$ cat src/sas_pkg.sv
// Constants and types for the SAR converter sequencer.
// Assumes one system clock domain; the analog core sits outside.
// Contract
// - Low-high-low start pulse launches one conversion
// - Start held high resets converter, clears busy
// - Busy sets once conversion launches
// - Completion clears busy, sets request flag
// - Both enables plus flag raise interrupt
// - Decode four-bit reference select field
// - Analog pin drops digital function and direction
// - Analog pin disconnects pull-high resistor
// - Four sample plus twelve convert clocks
// - Result stored, latched half clock later
// - Internal select zero converts chosen pin
// - Rate select divides system clock 1..128
// - Alignment bit places result left or right
// - Results kept when converter disabled
package sas_pkg;
   localparam int RES_W = 12;
   localparam int PINS = 4;
   localparam logic [3:0] SAMPLE_CYC = 4'h4;
   localparam logic [3:0] CONV_CYC = 4'hc;
   localparam logic [3:0] LAST_CYC = 4'hf;
   localparam logic [6:0] DIV_RST = 7'h00;
   localparam logic [7:0] BYTE_RST = 8'h00;
   localparam logic [2:0] INSEL_EXT = 3'h0;
   localparam logic [2:0] INSEL_OPA = 3'h4;
   localparam logic [3:0] REF_AVDD = 4'h0;
   localparam logic [3:0] REF_EXT_LO = 4'h1;
   localparam logic [3:0] REF_EXT_HI = 4'h4;
   localparam logic [3:0] REF_BG_LO = 4'ha;
   localparam logic [3:0] REF_BG_HI = 4'hc;
   localparam logic [1:0] SRC_AVDD = 2'h0;
   localparam logic [1:0] SRC_EXT = 2'h1;
   localparam logic [1:0] SRC_BG = 2'h2;
   typedef enum logic [3:0] {
      ST_IDLE = 4'b0001,
      ST_ARMED = 4'b0010,
      ST_RUN = 4'b0100,
      ST_HOLD = 4'b1000
   } sas_state_t;
endpackage

$ cat src/sas_clkdiv.sv
// Converter clock tick generator: one tick per selected power-of-two period.
// Assumes the sequencer clears it while the converter is held in reset.
module sas_clkdiv
   import sas_pkg::*;
(
   // Clock and control
   input wire logic clk,
   input wire logic rst_n,
   input wire logic ce,
   input wire logic clr,
   input wire logic [2:0] rate_sel,
   // Ticks
   output logic tick,
   output logic half_tick
);
   typedef struct packed {
      logic [6:0] cnt;
   } sas_div_t;
   sas_div_t s_reg, s_next;
   logic [6:0] top;

   always_comb begin
      top = 7'((8'h01 << rate_sel) - 8'h01);
      s_next = s_reg;
      if (clr || s_reg.cnt >= top) begin
         s_next.cnt = DIV_RST;
      end else begin
         s_next.cnt = s_reg.cnt + 7'h01;
      end
      tick = (s_reg.cnt >= top) && !clr;
      half_tick = (s_reg.cnt == 7'(top >> 1)) && !clr;
   end

   always_ff @(posedge clk) begin
      if (!rst_n) begin
         s_reg <= '{cnt: DIV_RST};
      end else if (ce) begin
         s_reg <= s_next;
      end
   end
endmodule

$ cat src/sas_seq.sv
// SAR converter sequencer: start pulse decode, busy/request flags,
// sample and convert phases, result latching and formatting, pin control.
// Assumes a bit-serial SAR core that returns a comparator bit each tick.
module sas_seq
   import sas_pkg::*;
(
   // Clock, reset, enable
   input wire logic REF_CLK,
   input wire logic RSTN,
   input wire logic CE,
   // Control bits
   input wire logic START,
   input wire logic CONVERTER_POWER_ENABLE,
   input wire logic RESULT_ALIGNMENT_SELECT,
   input wire logic [2:0] CONV_CLOCK_RATE_SELECT,
   input wire logic [2:0] INTERNAL_INPUT_SELECT,
   input wire logic [1:0] EXTERNAL_CHANNEL_SELECT,
   input wire logic [3:0] REFERENCE_SELECT,
   input wire logic GLOBAL_INTERRUPT_ENABLE,
   input wire logic CONVERSION_INTERRUPT_ENABLE,
   input wire logic FLAG_CLEAR,
   input wire logic [PINS-1:0] ANALOG_PIN_SELECT,
   input wire logic [PINS-1:0] PULL_HIGH_ENABLE,
   input wire logic [PINS-1:0] PORT_DIRECTION_REG,
   // Analog core
   input wire logic COMPARATOR,
   output logic CORE_RESET,
   output logic CORE_SAMPLE,
   output logic [RES_W-1:0] CORE_TRIAL,
   output logic [1:0] CORE_CHANNEL,
   output logic CORE_USE_INTERNAL,
   output logic [2:0] CORE_INTERNAL_SRC,
   output logic [1:0] REF_SOURCE,
   output logic [2:0] REF_GAIN,
   // Pins
   output logic [PINS-1:0] PIN_DIGITAL_ENABLE,
   output logic [PINS-1:0] PIN_INPUT_MODE,
   output logic [PINS-1:0] PIN_PULL_HIGH,
   // Status
   output logic CONVERSION_BUSY_FLAG,
   output logic CONVERSION_INTERRUPT_FLAG,
   output logic INT_REQ,
   output logic [7:0] RESULT_HIGH_BYTE,
   output logic [7:0] RESULT_LOW_BYTE
);
   typedef struct packed {
      sas_state_t st;
      logic start_q;
      logic busy;
      logic flag;
      logic irq;
      logic [3:0] phase;
      logic [RES_W-1:0] sar;
      logic [RES_W-1:0] stored;
      logic [7:0] hi;
      logic [7:0] lo;
      logic core_rst;
      logic [1:0] ref_src;
      logic [2:0] ref_gain;
      logic [PINS-1:0] dig_en;
      logic [PINS-1:0] in_mode;
      logic [PINS-1:0] pull;
      logic [1:0] chan;
      logic use_int;
      logic [2:0] int_src;
      logic sample;
      logic [RES_W-1:0] core_trial;
   } sas_seq_t;

   sas_seq_t s_reg, s_next;
   logic tick, half_tick;
   logic [3:0] bitpos;
   logic [RES_W-1:0] trial;

   sas_clkdiv u_div (
      .clk(REF_CLK),
      .rst_n(RSTN),
      .ce(CE),
      .clr(s_reg.st == ST_IDLE || s_reg.st == ST_ARMED),
      .rate_sel(CONV_CLOCK_RATE_SELECT),
      .tick(tick),
      .half_tick(half_tick)
   );

   always_comb begin
      s_next = s_reg;
      s_next.start_q = START;
      bitpos = 4'(LAST_CYC - s_reg.phase);
      trial = s_reg.sar | (12'h001 << bitpos);
      case (s_reg.st)
         ST_IDLE: begin
            if (START && !s_reg.start_q) begin
               s_next.st = ST_ARMED;
               s_next.busy = 1'b0;
               s_next.core_rst = 1'b1;
            end
         end
         ST_ARMED: begin
            if (!START) begin
               s_next.core_rst = 1'b0;
               if (CONVERTER_POWER_ENABLE) begin
                  s_next.st = ST_RUN;
                  s_next.busy = 1'b1;
                  s_next.phase = 4'h0;
                  s_next.sar = '0;
               end else begin
                  s_next.st = ST_IDLE;
               end
            end
         end
         ST_RUN: begin
            if (tick) begin
               if (s_reg.phase >= SAMPLE_CYC) begin
                  s_next.sar = COMPARATOR ? trial : s_reg.sar;
               end
               s_next.phase = s_reg.phase + 4'h1;
               if (s_reg.phase == LAST_CYC) begin
                  s_next.st = ST_HOLD;
                  s_next.stored = COMPARATOR ? trial : s_reg.sar;
                  s_next.busy = 1'b0;
                  s_next.flag = 1'b1;
               end
            end
         end
         ST_HOLD: begin
            if (half_tick) begin
               s_next.st = ST_IDLE;
               if (RESULT_ALIGNMENT_SELECT) begin
                  s_next.hi = {4'h0, s_reg.stored[11:8]};
                  s_next.lo = s_reg.stored[7:0];
               end else begin
                  s_next.hi = s_reg.stored[11:4];
                  s_next.lo = {s_reg.stored[3:0], 4'h0};
               end
            end
         end
         default: s_next.st = ST_IDLE;
      endcase
      // A rising start in any state but idle aborts; during hold it disturbs the stored word
      if (START && !s_reg.start_q && s_reg.st != ST_IDLE) begin
         s_next.st = ST_ARMED;
         s_next.busy = 1'b0;
         s_next.core_rst = 1'b1;
         if (s_reg.st == ST_HOLD) begin
            s_next.stored = s_reg.sar ^ s_reg.stored;
         end
      end
      // Set beats clear so a completion coinciding with a clear is kept
      if (FLAG_CLEAR && !(s_reg.st == ST_RUN && s_next.st == ST_HOLD)) begin
         s_next.flag = 1'b0;
      end
      s_next.irq = s_next.flag && CONVERSION_INTERRUPT_ENABLE && GLOBAL_INTERRUPT_ENABLE;
      // Reference decode; unlisted codes fall back to the supply
      s_next.ref_src = SRC_AVDD;
      s_next.ref_gain = 3'h1;
      if (REFERENCE_SELECT >= REF_EXT_LO && REFERENCE_SELECT <= REF_EXT_HI) begin
         s_next.ref_src = SRC_EXT;
         s_next.ref_gain = 3'(REFERENCE_SELECT);
      end else if (REFERENCE_SELECT >= REF_BG_LO && REFERENCE_SELECT <= REF_BG_HI) begin
         s_next.ref_src = SRC_BG;
         s_next.ref_gain = 3'(REFERENCE_SELECT - 4'h8);
      end
      s_next.dig_en = ~ANALOG_PIN_SELECT;
      s_next.in_mode = ANALOG_PIN_SELECT | PORT_DIRECTION_REG;
      s_next.pull = PULL_HIGH_ENABLE & ~ANALOG_PIN_SELECT;
      // Core steering is registered; the trial word is built from next-state values, one clock ahead, so it meets the next tick
      s_next.chan = EXTERNAL_CHANNEL_SELECT;
      s_next.use_int = (INTERNAL_INPUT_SELECT != INSEL_EXT) && (INTERNAL_INPUT_SELECT != INSEL_OPA);
      s_next.int_src = INTERNAL_INPUT_SELECT;
      s_next.sample = (s_next.st == ST_RUN) && (s_next.phase < SAMPLE_CYC);
      s_next.core_trial = s_next.sar | (12'h001 << 4'(LAST_CYC - s_next.phase));
   end

   always_ff @(posedge REF_CLK) begin
      if (!RSTN) begin
         s_reg <= '{st: ST_IDLE, start_q: 1'b0, busy: 1'b0, flag: 1'b0, irq: 1'b0,
                    phase: 4'h0, sar: '0, stored: '0, hi: BYTE_RST, lo: BYTE_RST,
                    core_rst: 1'b0, ref_src: SRC_AVDD, ref_gain: 3'h1,
                    dig_en: '1, in_mode: '0, pull: '0, chan: 2'h0, use_int: 1'b0,
                    int_src: INSEL_EXT, sample: 1'b0, core_trial: '0};
      end else if (CE) begin
         s_reg <= s_next;
      end
   end

   assign CORE_RESET = s_reg.core_rst;
   assign CORE_SAMPLE = s_reg.sample;
   assign CORE_TRIAL = s_reg.core_trial;
   assign CORE_CHANNEL = s_reg.chan;
   assign CORE_USE_INTERNAL = s_reg.use_int;
   assign CORE_INTERNAL_SRC = s_reg.int_src;
   assign REF_SOURCE = s_reg.ref_src;
   assign REF_GAIN = s_reg.ref_gain;
   assign PIN_DIGITAL_ENABLE = s_reg.dig_en;
   assign PIN_INPUT_MODE = s_reg.in_mode;
   assign PIN_PULL_HIGH = s_reg.pull;
   assign CONVERSION_BUSY_FLAG = s_reg.busy;
   assign CONVERSION_INTERRUPT_FLAG = s_reg.flag;
   assign INT_REQ = s_reg.irq;
   assign RESULT_HIGH_BYTE = s_reg.hi;
   assign RESULT_LOW_BYTE = s_reg.lo;
endmodule

$ cat config.mk
export PLATFORM = sky130hd
export DESIGN_NAME = sas_seq
export DESIGN_NICKNAME = d
export VERILOG_FILES = /design/src/sas_pkg.sv /design/src/sas_clkdiv.sv /design/src/sas_seq.sv
export SDC_FILE = /design/constraint.sdc
export NUM_CORES = 1
export LEC_CHECK = 0
export BUFFER_PORTS_ARGS = -buffer_cell sky130_fd_sc_hd__buf_2
export CAP_MARGIN = 30
export CORE_ASPECT_RATIO = 0.5
export CORE_MARGIN = 4
export CORE_UTILIZATION = 55
export DETAILED_ROUTE_END_ITERATION = 16
export GPL_ROUTABILITY_DRIVEN = 0
export HOLD_SLACK_MARGIN = 0.15
export PLACE_DENSITY = 0.81
export SKIP_CTS_REPAIR_TIMING = 1
export SYNTH_ARGS = -nofsm -noshare
export SYNTH_HDL_FRONTEND = slang
export SYNTH_SLANG_ARGS = --single-unit
$ cat constraint.sdc
create_clock -name REF_CLK -period 4.75 [get_ports REF_CLK]
set_input_delay 0.95 -clock REF_CLK [delete_from_list [all_inputs] [get_ports REF_CLK]]
set_output_delay 0.95 -clock REF_CLK [all_outputs]
set_load 0.05 [all_outputs]
==> metrics, run 1 <==
total power=1.81 mW; via count=4962; Synth Warn #=0; Worst Setup Start Kind=input pin; pwr dens=309 nW/um2; CP max-delay cell=a2111oi_0; setup slack at placement=0.951 ns; syn avg cell area=8.15 um2; Int Power=1.36 mW; FF+latch area=1920 um2; Seq cells post-synth=96; WL final=13300 um; clk_skew=0.00503 ns; CP Buf/Inv Count=2; final setup margin=1.26 ns; fmax=0.287 GHz; setup TNS=0 ns; Filler cells=837; DP Wirelength=9300 um; Max Transition Viols Final=0; layout cell share with drive strength beyond 1=18.6%; cell taking the most area after synthesis=dfxtp_1; vias in the first global route=4441; Port Buffer Count=89; CTS root buf=clkbuf_16; first-pass GRT wire length=21600 um; grt total ovfl=0; CTS tree=built; CP endpoint kind=flip-flop; area of the multi-input gates=2900 um2; outcome=finished, final reports clean; drt first pass iters=5; pin count of the biggest net entering global routing=49; synthesis-to-finish area growth=7.98%; worst path cell trace=buf_2 > or3_1 > ha_1 > nand2b_1 > a31oi_2 > o21bai_1 > buf_4 > a2111oi_0 > nor2_1 > o31ai_1; clock group share of total power=43.1%; number of antenna violations at the first check in global routing=0; Site Rows=25; Initial Utilization=56.9%; Core Footprint=9540 um2; Peak VDD IR=0.184 mV; Clock Path Buffers=2; clk_lat worst skew=0.34 ns; remaining antenna violation count=0; DIE HEIGHT=78.2 um; post-synth top area share=35.4%; synth unique cells=68; Worst EP required=5.00 ns; Max stage delay on crit path=0.62 ns; max-cap violation count=0; ys async rst share=0%; RSZ-0062 raised after global routing=false; Layout Nets=726; clock slew at reported path FFs=0.07 ns; Core Util, Final=61.4%; depth of the CTS H-tree=3; DIE WIDTH=148 um; Post-synth EDFFs=0; Worst EP arrival=3.74 ns; Logic pwr share=10.7%; n_diodes=0; Switching Power=0.454 mW; Hold Path Class=reg2reg; clk sink count=96; Seq/Total Area, Yosys=35.4%; Ports=90; Cells after Synth=666; Tmin final=3.49 ns; predominant post-synthesis flop cell=dfxtp_1; synthesized area=5430 um2; Mapped Nets=714; family with the most delay on the worst path=compound AO/OA/AOI/OAI gates; die area=11600 um2; Synth area leaders=dfxtp_1 35%, buf_4 7.1%, a21oi_1 5.0%; final worst path period share=73.5%; Final Hold Viols=0; worst hold margin=0.458 ns; total CTS buffers=9; Flop pwr share=46.2%; switch share=25.1%; Routed WL per cell=16.3 um; transition time at the pin with the least slew margin=0.931 ns; critical path type=in2reg; Relative slew margins=36.3%; Detailed Route Iter0 Violations=558; DR vias/cell=6.07; Static Leak=2.28 nW; DRC Markers=0; max reg flops=33; crit-path max FO=13; Finish-stage setup viols=0; GRT Util Overall=22.7%
metal layers:
layer	global-route usage, %	wire length [um]	vias to the layer above
li1	-	-	2411
met1	30.1	5930	2298
met2	36.1	5930	219
met3	6.57	1200	34
met4	6.45	264	0
met5	0	0	-
power by group through the flow:
stage | clock network, mW | registers (mW) | logic [mW]
floorplan | 0 | 0.854 | 0.156
global placement | 0 | 0.853 | 0.190
CTS | 0.798 | 0.836 | 0.193
detailed placement | 0 | 0.854 | 0.192
global route | 0.828 | 0.838 | 0.211
finish | 0.779 | 0.836 | 0.193
path summary, 6_finish.rpt:
check / from / endpoint / slack (ns) / depth (start not counted)
setup / recovery: CONV_CLOCK_RATE_SELECT[1] / CORE_TRIAL[4]$_SDFFE_PN0P_ / 1.26 / 10
hold reg to reg: RESULT_HIGH_BYTE[6]$_SDFFE_PN0P_ / RESULT_HIGH_BYTE[6]$_SDFFE_PN0P_ / 0.46 / 2
setup reg to reg: u_div.s_reg[0]$_SDFFE_PN0P_ / CORE_TRIAL[4]$_SDFFE_PN0P_ / 1.87 / 9
hold / removal: RESULT_HIGH_BYTE[6]$_SDFFE_PN0P_ / RESULT_HIGH_BYTE[6]$_SDFFE_PN0P_ / 0.46 / 2
cells in the final DEF, fill, tap and decap left out, types with 6 or more instances in the layout:
cell and instances:
dfxtp_1 96, buf_2 89, nor2_1 64, a21oi_1 54
o21ai_0 47, nand2_1 44, nand3_1 28, mux2i_1 17
nor3_1 15, ha_1 14, a31oi_1 13, nor3b_1 13
and3_1 10, o32ai_1 10, o22ai_1 10, nand2b_1 9
a211oi_1 9, o31ai_1 9, clkbuf_16 9, buf_4 9
inv_1 7, o2bb2ai_1 6
cell families (layout without fill, tap and decap cells):
kind of cell / Yosys count / count (layout) / share of synthesized area (%)
AO/OA/AOI/OAI: 201 / 201 / 24.3
buffers and inverters: 106 / 123 / 11.1
XOR/XNOR: 10 / 10 / 1.61
adder cells (fa/ha/maj): 14 / 14 / 3.23
flip-flops: 96 / 96 / 35.4
AND/OR/NAND/NOR: 221 / 221 / 20.9
multiplexers: 18 / 18 / 3.34
tightest hold or removal path, stage by stage (launching register included):
cell	delay, ns
dfxtp_1	0.31
nand2_1	0.05
a21oi_1	0.05
area by class of cell:
class                   instances  area share [%]
multi-input cells             464            49.5
inverters                       9           0.577
clock inverters                 5            1.35
repair buffers                 98            8.76
well taps                     135            2.88
clock buffers                  11            4.14
flip-flops and latches         96            32.8
metrics by stage:
step,instances,instance area (um2)
after CTS,818,5860
final,818,5860
after floorplan,666,5430
after global routing,818,5860
after global placement,802,5540
after detailed placement,802,5540
cells in the mapped netlist, types with 3 or more instances:
cell type,count
or3_1,5
a41o_1,3
nor3b_1,13
a21oi_1,54
o32ai_1,10
o22ai_1,10
nand3b_1,4
a31oi_1,13
nand4_1,5
o21bai_1,4
xnor2_1,5
dfxtp_1,96
inv_1,8
mux2i_1,17
clkbuf_1,35
nor4_1,3
nor2b_1,4
buf_2,6
buf_4,51
and3_1,10
a2111oi_0,5
nor2_1,64
a221oi_1,3
nand2_1,44
xor2_1,5
a211oi_1,9
nor3_1,15
o2bb2ai_1,6
buf_1,4
nand3_1,28
and2_1,4
a22oi_1,3
nand2b_1,9
o31ai_1,9
a21o_1,4
o21ai_0,47
ha_1,14
Note: power is estimated with default switching activity, not from simulation.
==> run 2, diff against run 1 <==
ABC_AREA = 1   (was unset)
clock period = 3.7 ns   (was 4.75 ns; I/O delays follow)
==> run 2 against run 1 <==
  * Area after synthesis shrank 1.4%
  * Routed wire length shrank 1.3%
  * Combinational power grew 72%
  * Power grew 30%
  * Clock skew grew 0.0016 ns
  * Sequential share of layout area grew 0.51 points
  * Synthesized cell count grew 12%
  * Sequential cell count is the same
  * Critical path type unchanged
==> metrics, run 2 <==
outcome=finished, final reports clean; Max Transition Viols Final=0; Relative slew margins=41.9%; Routed WL per cell=14.5 um; Synth Warn #=0; CTS tree=built; remaining antenna violation count=0; number of antenna violations at the first check in global routing=0; Peak VDD IR=0.247 mV; total CTS buffers=9; Seq/Total Area, Yosys=35.9%; post-synth top area share=35.9%; syn avg cell area=7.19 um2; ys async rst share=0%; via count=4899; synth unique cells=44; Seq cells post-synth=96; Clock Path Buffers=2; Placed Instance Area=5480 um2; final worst path period share=74.3%; transition time at the pin with the least slew margin=0.870 ns; Site Rows=25; synthesis-to-finish area growth=7.79%; Static Leak=2.61 nW; Hold Path Class=reg2reg; Post-synth EDFFs=0; RSZ-0062 raised after global routing=false; setup TNS=0 ns; Worst EP required=3.97 ns; Final Instance Area=5770 um2; reg-to-reg setup timing slack=1.28 ns; fmax=0.364 GHz; commonest non-fill, non-tap cells in the layout=116 x nand2_1, 96 x dfxtp_1, 90 x a21oi_1; worst reg2reg endpoint=CORE_TRIAL[7]$_SDFFE_PN0P_; depth of the CTS H-tree=3; CP endpoint kind=flip-flop; Core Footprint=9450 um2; pwr dens=407 nW/um2; vias in the first global route=4451; pin count of the biggest net entering global routing=52; Synth area leaders=dfxtp_1 36%, a21oi_1 8.4%, nand2_1 8.1%; Worst EP arrival=3.02 ns; crit-path max FO=13; Cells after Synth=744; WL final=13200 um; Port Buffer Count=89; R2R depth=15; most common cell after layout, fill and taps aside=nand2_1; DIE WIDTH=147 um; critical path type=in2reg; most frequent cells after synthesis=116 x nand2_1, 96 x dfxtp_1, 90 x a21oi_1; Ports=90; first-pass GRT wire length=21700 um; final setup margin=0.950 ns; worst setup path start=CONV_CLOCK_RATE_SELECT[2]; RR Startpoint=u_div.s_reg[0]$_SDFFE_PN0P_; max-cap violation count=0; DR vias/cell=5.42; Mapped Nets=792; Initial Utilization=56.6%; clock slew at reported path FFs=0.06 ns; DRC Markers=0; grt total ovfl=0; max reg flops=33; die area=11500 um2; setup slack at placement=0.673 ns; n_diodes=0; layout cell share with drive strength beyond 1=18.9%; Tmin final=2.75 ns; GRT Util Overall=23.1%; Detailed Route Iter0 Violations=495; DIE HEIGHT=77.8 um; end of the critical path=CORE_TRIAL[7]$_SDFFE_PN0P_; most common cell in the netlist=nand2_1; CTS root buf=clkbuf_16; Final Hold Viols=0; DP Wirelength=9290 um; Finish-stage setup viols=0; cell taking the most area after synthesis=dfxtp_1; clk_skew=0.00664 ns; Layout Nets=812; drt first pass iters=5; synthesized area=5350 um2; Worst Setup Start Kind=input pin; predominant post-synthesis flop cell=dfxtp_1; clk sink count=96; clk_lat worst skew=0.34 ns
-- run 2: cell count changes in the layout (fill, tap and decap cells not counted), sizes merged, moves of 10 or more --
cell and change:
nor2 +13, a21oi +38, and3 -11, nand2 +75, nor3b -13, nand3 +12
o32ai -10, o21ai +14, xor2 +12, inv +77, mux2i -17
-- run 2: final cells by class --
class | instances | area (um2)
fillers | 876 | 3680
multi-input cells | 478 | 2570
flip-flops and latches | 96 | 1920
repair buffers | 95 | 503
inverters | 84 | 318
clock buffers | 10 | 229
well taps | 135 | 169
clock inverters | 6 | 58.8
-- run 2: worst max-delay path: stages --
cell,delay [ns]
buf_2,0.18
inv_2,0.09
nand2_1,0.09
inv_1,0.05
ha_1,0.28
nand2_1,0.05
inv_1,0.04
nand2_1,0.04
nand2_1,0.05
nand2_1,0.05
nand2_1,0.26
nand3_4,0.26
nand3_1,0.13
o21ai_1,0.07
buf_4,0.17
nor2_1,0.22
nand2_1,0.08
a21oi_1,0.16
-- run 2: routing by layer --
metal	GRT usage, %	share of wire [%]
met1	31.6	47
met4	5.48	1.2
met5	0	0
met2	35.6	43
met3	7.64	9.0
-- run 2: kinds of logic (layout without fill, tap and decap cells) --
logic type	Yosys count	count (layout)	synth area share [%]
xor+xnor	17	17	2.78
simple gates	254	254	21.6
flops	96	96	35.9
fa+ha+maj	14	14	3.27
buf+inv	170	195	16.1
compound gates	193	193	20.3
-- run 2: worst min path at each step --
stage	start	end	slack [ns]	cells past startpoint
floorplan	RESULT_HIGH_BYTE[4]$_SDFFE_PN0P_	RESULT_HIGH_BYTE[4]$_SDFFE_PN0P_	0.44	2
global placement	CONVERSION_BUSY_FLAG$_SDFFE_PN0P_	CONVERSION_BUSY_FLAG$_SDFFE_PN0P_	0.45	2
detailed placement	CONVERSION_BUSY_FLAG$_SDFFE_PN0P_	CONVERSION_BUSY_FLAG$_SDFFE_PN0P_	0.45	2
CTS	CONVERSION_BUSY_FLAG$_SDFFE_PN0P_	CONVERSION_BUSY_FLAG$_SDFFE_PN0P_	0.46	2
global route	CORE_INTERNAL_SRC[0]$_SDFFE_PN0P_	CORE_INTERNAL_SRC[0]$_SDFFE_PN0P_	0.49	2
finish	CONVERSION_BUSY_FLAG$_SDFFE_PN0P_	CONVERSION_BUSY_FLAG$_SDFFE_PN0P_	0.46	2
-- run 2: power by group --
group	switching (mW)	internal, mW	leakage (nW)	total (mW)
combinational	0.235	0.0973	1.68	0.332
clock	0.389	0.522	0.146	0.910
sequential	0.0356	1.07	0.784	1.11
-- run 2: through the flow --
step                util [%]  cells  power (mW)  hold WS (ns)
finish                  61.1    904        2.35         0.456
global placement        58.0    888        1.45         0.445
detailed placement      58.0    888        1.46         0.449
global route            61.1    904        2.45         0.491
floorplan                  -    744        1.39         0.440
CTS                     61.1    904        2.36         0.459
==> run 3, diff against run 2 <==
clock period = 2.6 ns   (was 3.7 ns; I/O delays follow)
==> run 3 against run 2 <==
  * Routed wire length grew 0.19%
  * Power rose by 56%
  * Sequential power up 41%
  * Register-to-register slack worse by 0.90 ns
  * Sequential share of layout area fell by 1.1 points
  * Critical path depth down 3
  * Core utilization increased by 2.0 points
  * Worst setup slack got worse by 0.66 ns
==> metrics, run 3 (synthesis results as in run 2) <==
outcome=finished, final reports clean; pwr dens=616 nW/um2; critical path type=in2reg; CTS tree=built; Relative slew margins=67.9%; setup TNS=0 ns; CP max-delay cell=ha_1; n_diodes=0; layout cell share with drive strength beyond 1=20.3%; Worst EP arrival=2.59 ns; clk_lat worst skew=0.34 ns; Final Instance Area=5960 um2; crit-path max FO=8; DP Wirelength=9260 um; max reg flops=33; first-pass GRT wire length=22000 um; WL final=13200 um; commonest non-fill, non-tap cells in the layout=116 x nand2_1, 96 x dfxtp_1, 90 x a21oi_1; Finish-stage setup viols=0; DR vias/cell=5.35; Filler cells=825; Clock Path Buffers=2; Initial Utilization=56.6%; CP Buf/Inv Count=3; total power=3.67 mW; clk_skew=0.00589 ns; final setup margin=0.289 ns; remaining antenna violation count=0; Hold Path Class=in2reg; CP endpoint kind=flip-flop; grt total ovfl=0; Ports=90; drt first pass iters=7; Worst EP required=2.87 ns; vias in the first global route=4601; clk sink count=96; Tmin final=2.31 ns; family with the most delay on the worst path=simple AND/OR/NAND/NOR gates; fmax=0.433 GHz; transition time at the pin with the least slew margin=0.479 ns; setup slack at placement=-0.0160 ns; DIE HEIGHT=77.8 um; pin count of the biggest net entering global routing=66; DRC Markers=0; RSZ-0062 raised after global routing=false; final worst path period share=88.9%; most common cell after layout, fill and taps aside=nand2_1; clock slew at reported path FFs=0.07 ns; GRT Util Overall=23.3%; Peak VDD IR=0.353 mV; max-cap violation count=0; Max Transition Viols Final=0; Worst Setup Start Kind=input pin; DIE WIDTH=147 um; Max stage delay on crit path=0.29 ns; via count=4903; Port Buffer Count=89; Core Util, Final=63.1%; die area=11500 um2; Core Footprint=9450 um2; Site Rows=25; Final Hold Viols=0; Placed Instance Area=5590 um2; depth of the CTS H-tree=3; Layout Nets=825; CTS root buf=clkbuf_16; synthesis-to-finish area growth=11.3%; number of antenna violations at the first check in global routing=0; total CTS buffers=9; Static Leak=2.71 nW; worst path cell trace=buf_2 > o21ai_1 > ha_1 > nand2_1 > nand2_1 > a21oi_1 > nand2_1 > buf_4 > nand3_1 > o21ai_0 > nand2_1 > inv_1 > nor2_1 > nand3_1 > a21oi_1; Top cell by count, worst path=nand2_1; Detailed Route Iter0 Violations=488; Routed WL per cell=14.4 um
run 3: changes by cell type in the layout (fill, tap and decap cells not counted):
cell / delta
clkinv_2: -3
buf_12: +1
bufinv_16: +3
buf_4: +12
clkinvlp_4: +1
clkbuf_1: -1
run 3: worst paths after layout:
| kind | from | end | slack [ns] | cells past startpoint |
|---|---|---|---|---|
| max | CONV_CLOCK_RATE_SELECT[1] | CORE_TRIAL[10]$_SDFFE_PN0P_ | 0.29 | 15 |
| min | EXTERNAL_CHANNEL_SELECT[0] | CORE_CHANNEL[0]$_SDFFE_PN0P_ | 0.40 | 3 |
| max reg2reg | u_div.s_reg[0]$_SDFFE_PN0P_ | CORE_TRIAL[10]$_SDFFE_PN0P_ | 0.38 | 16 |
| min reg2reg | CORE_INTERNAL_SRC[1]$_SDFFE_PN0P_ | CORE_INTERNAL_SRC[1]$_SDFFE_PN0P_ | 0.46 | 2 |
run 3: stage by stage:
step / cells / hold slack (ns)
6_report: 917 / 0.399
5_1_grt: 917 / 0.396
4_1_cts: 917 / 0.390
3_5_place_dp: 901 / 0.449
3_3_place_gp: 901 / 0.445
2_1_floorplan: 744 / 0.440
run 3: metal layers:
layer | part of all wire, % | wire (um) | vias up | GRT usage (%)
met1 | 47 | 6250 | 2203 | 31.9
met2 | 42 | 5530 | 208 | 35.5
met4 | 1.3 | 171 | 0 | 6.41
li1 | - | - | 2475 | -
met3 | 9.3 | 1220 | 17 | 7.53
met5 | 0 | 0 | - | 0
run 3: layout make-up:
type / count / area, um2 / area share, %
multi-input combinational: 478 / 2570 / 43.1
clock inverter: 7 / 141 / 2.37
timing repair buffer: 108 / 613 / 10.3
inverter: 84 / 318 / 5.34
clock buffer: 9 / 225 / 3.78
tap: 135 / 169 / 2.84
sequential: 96 / 1920 / 32.3
run 3: power by group:
part	switching, mW	internal (mW)	total, mW
Combinational	0.333	0.146	0.479
Clock	0.578	1.04	1.62
Sequential	0.0506	1.52	1.57
run 3: worst min-delay path, cell delays in order:
cell and delay (ns):
buf_2 0.07, nor2_1 0.03, nor2_1 0.08
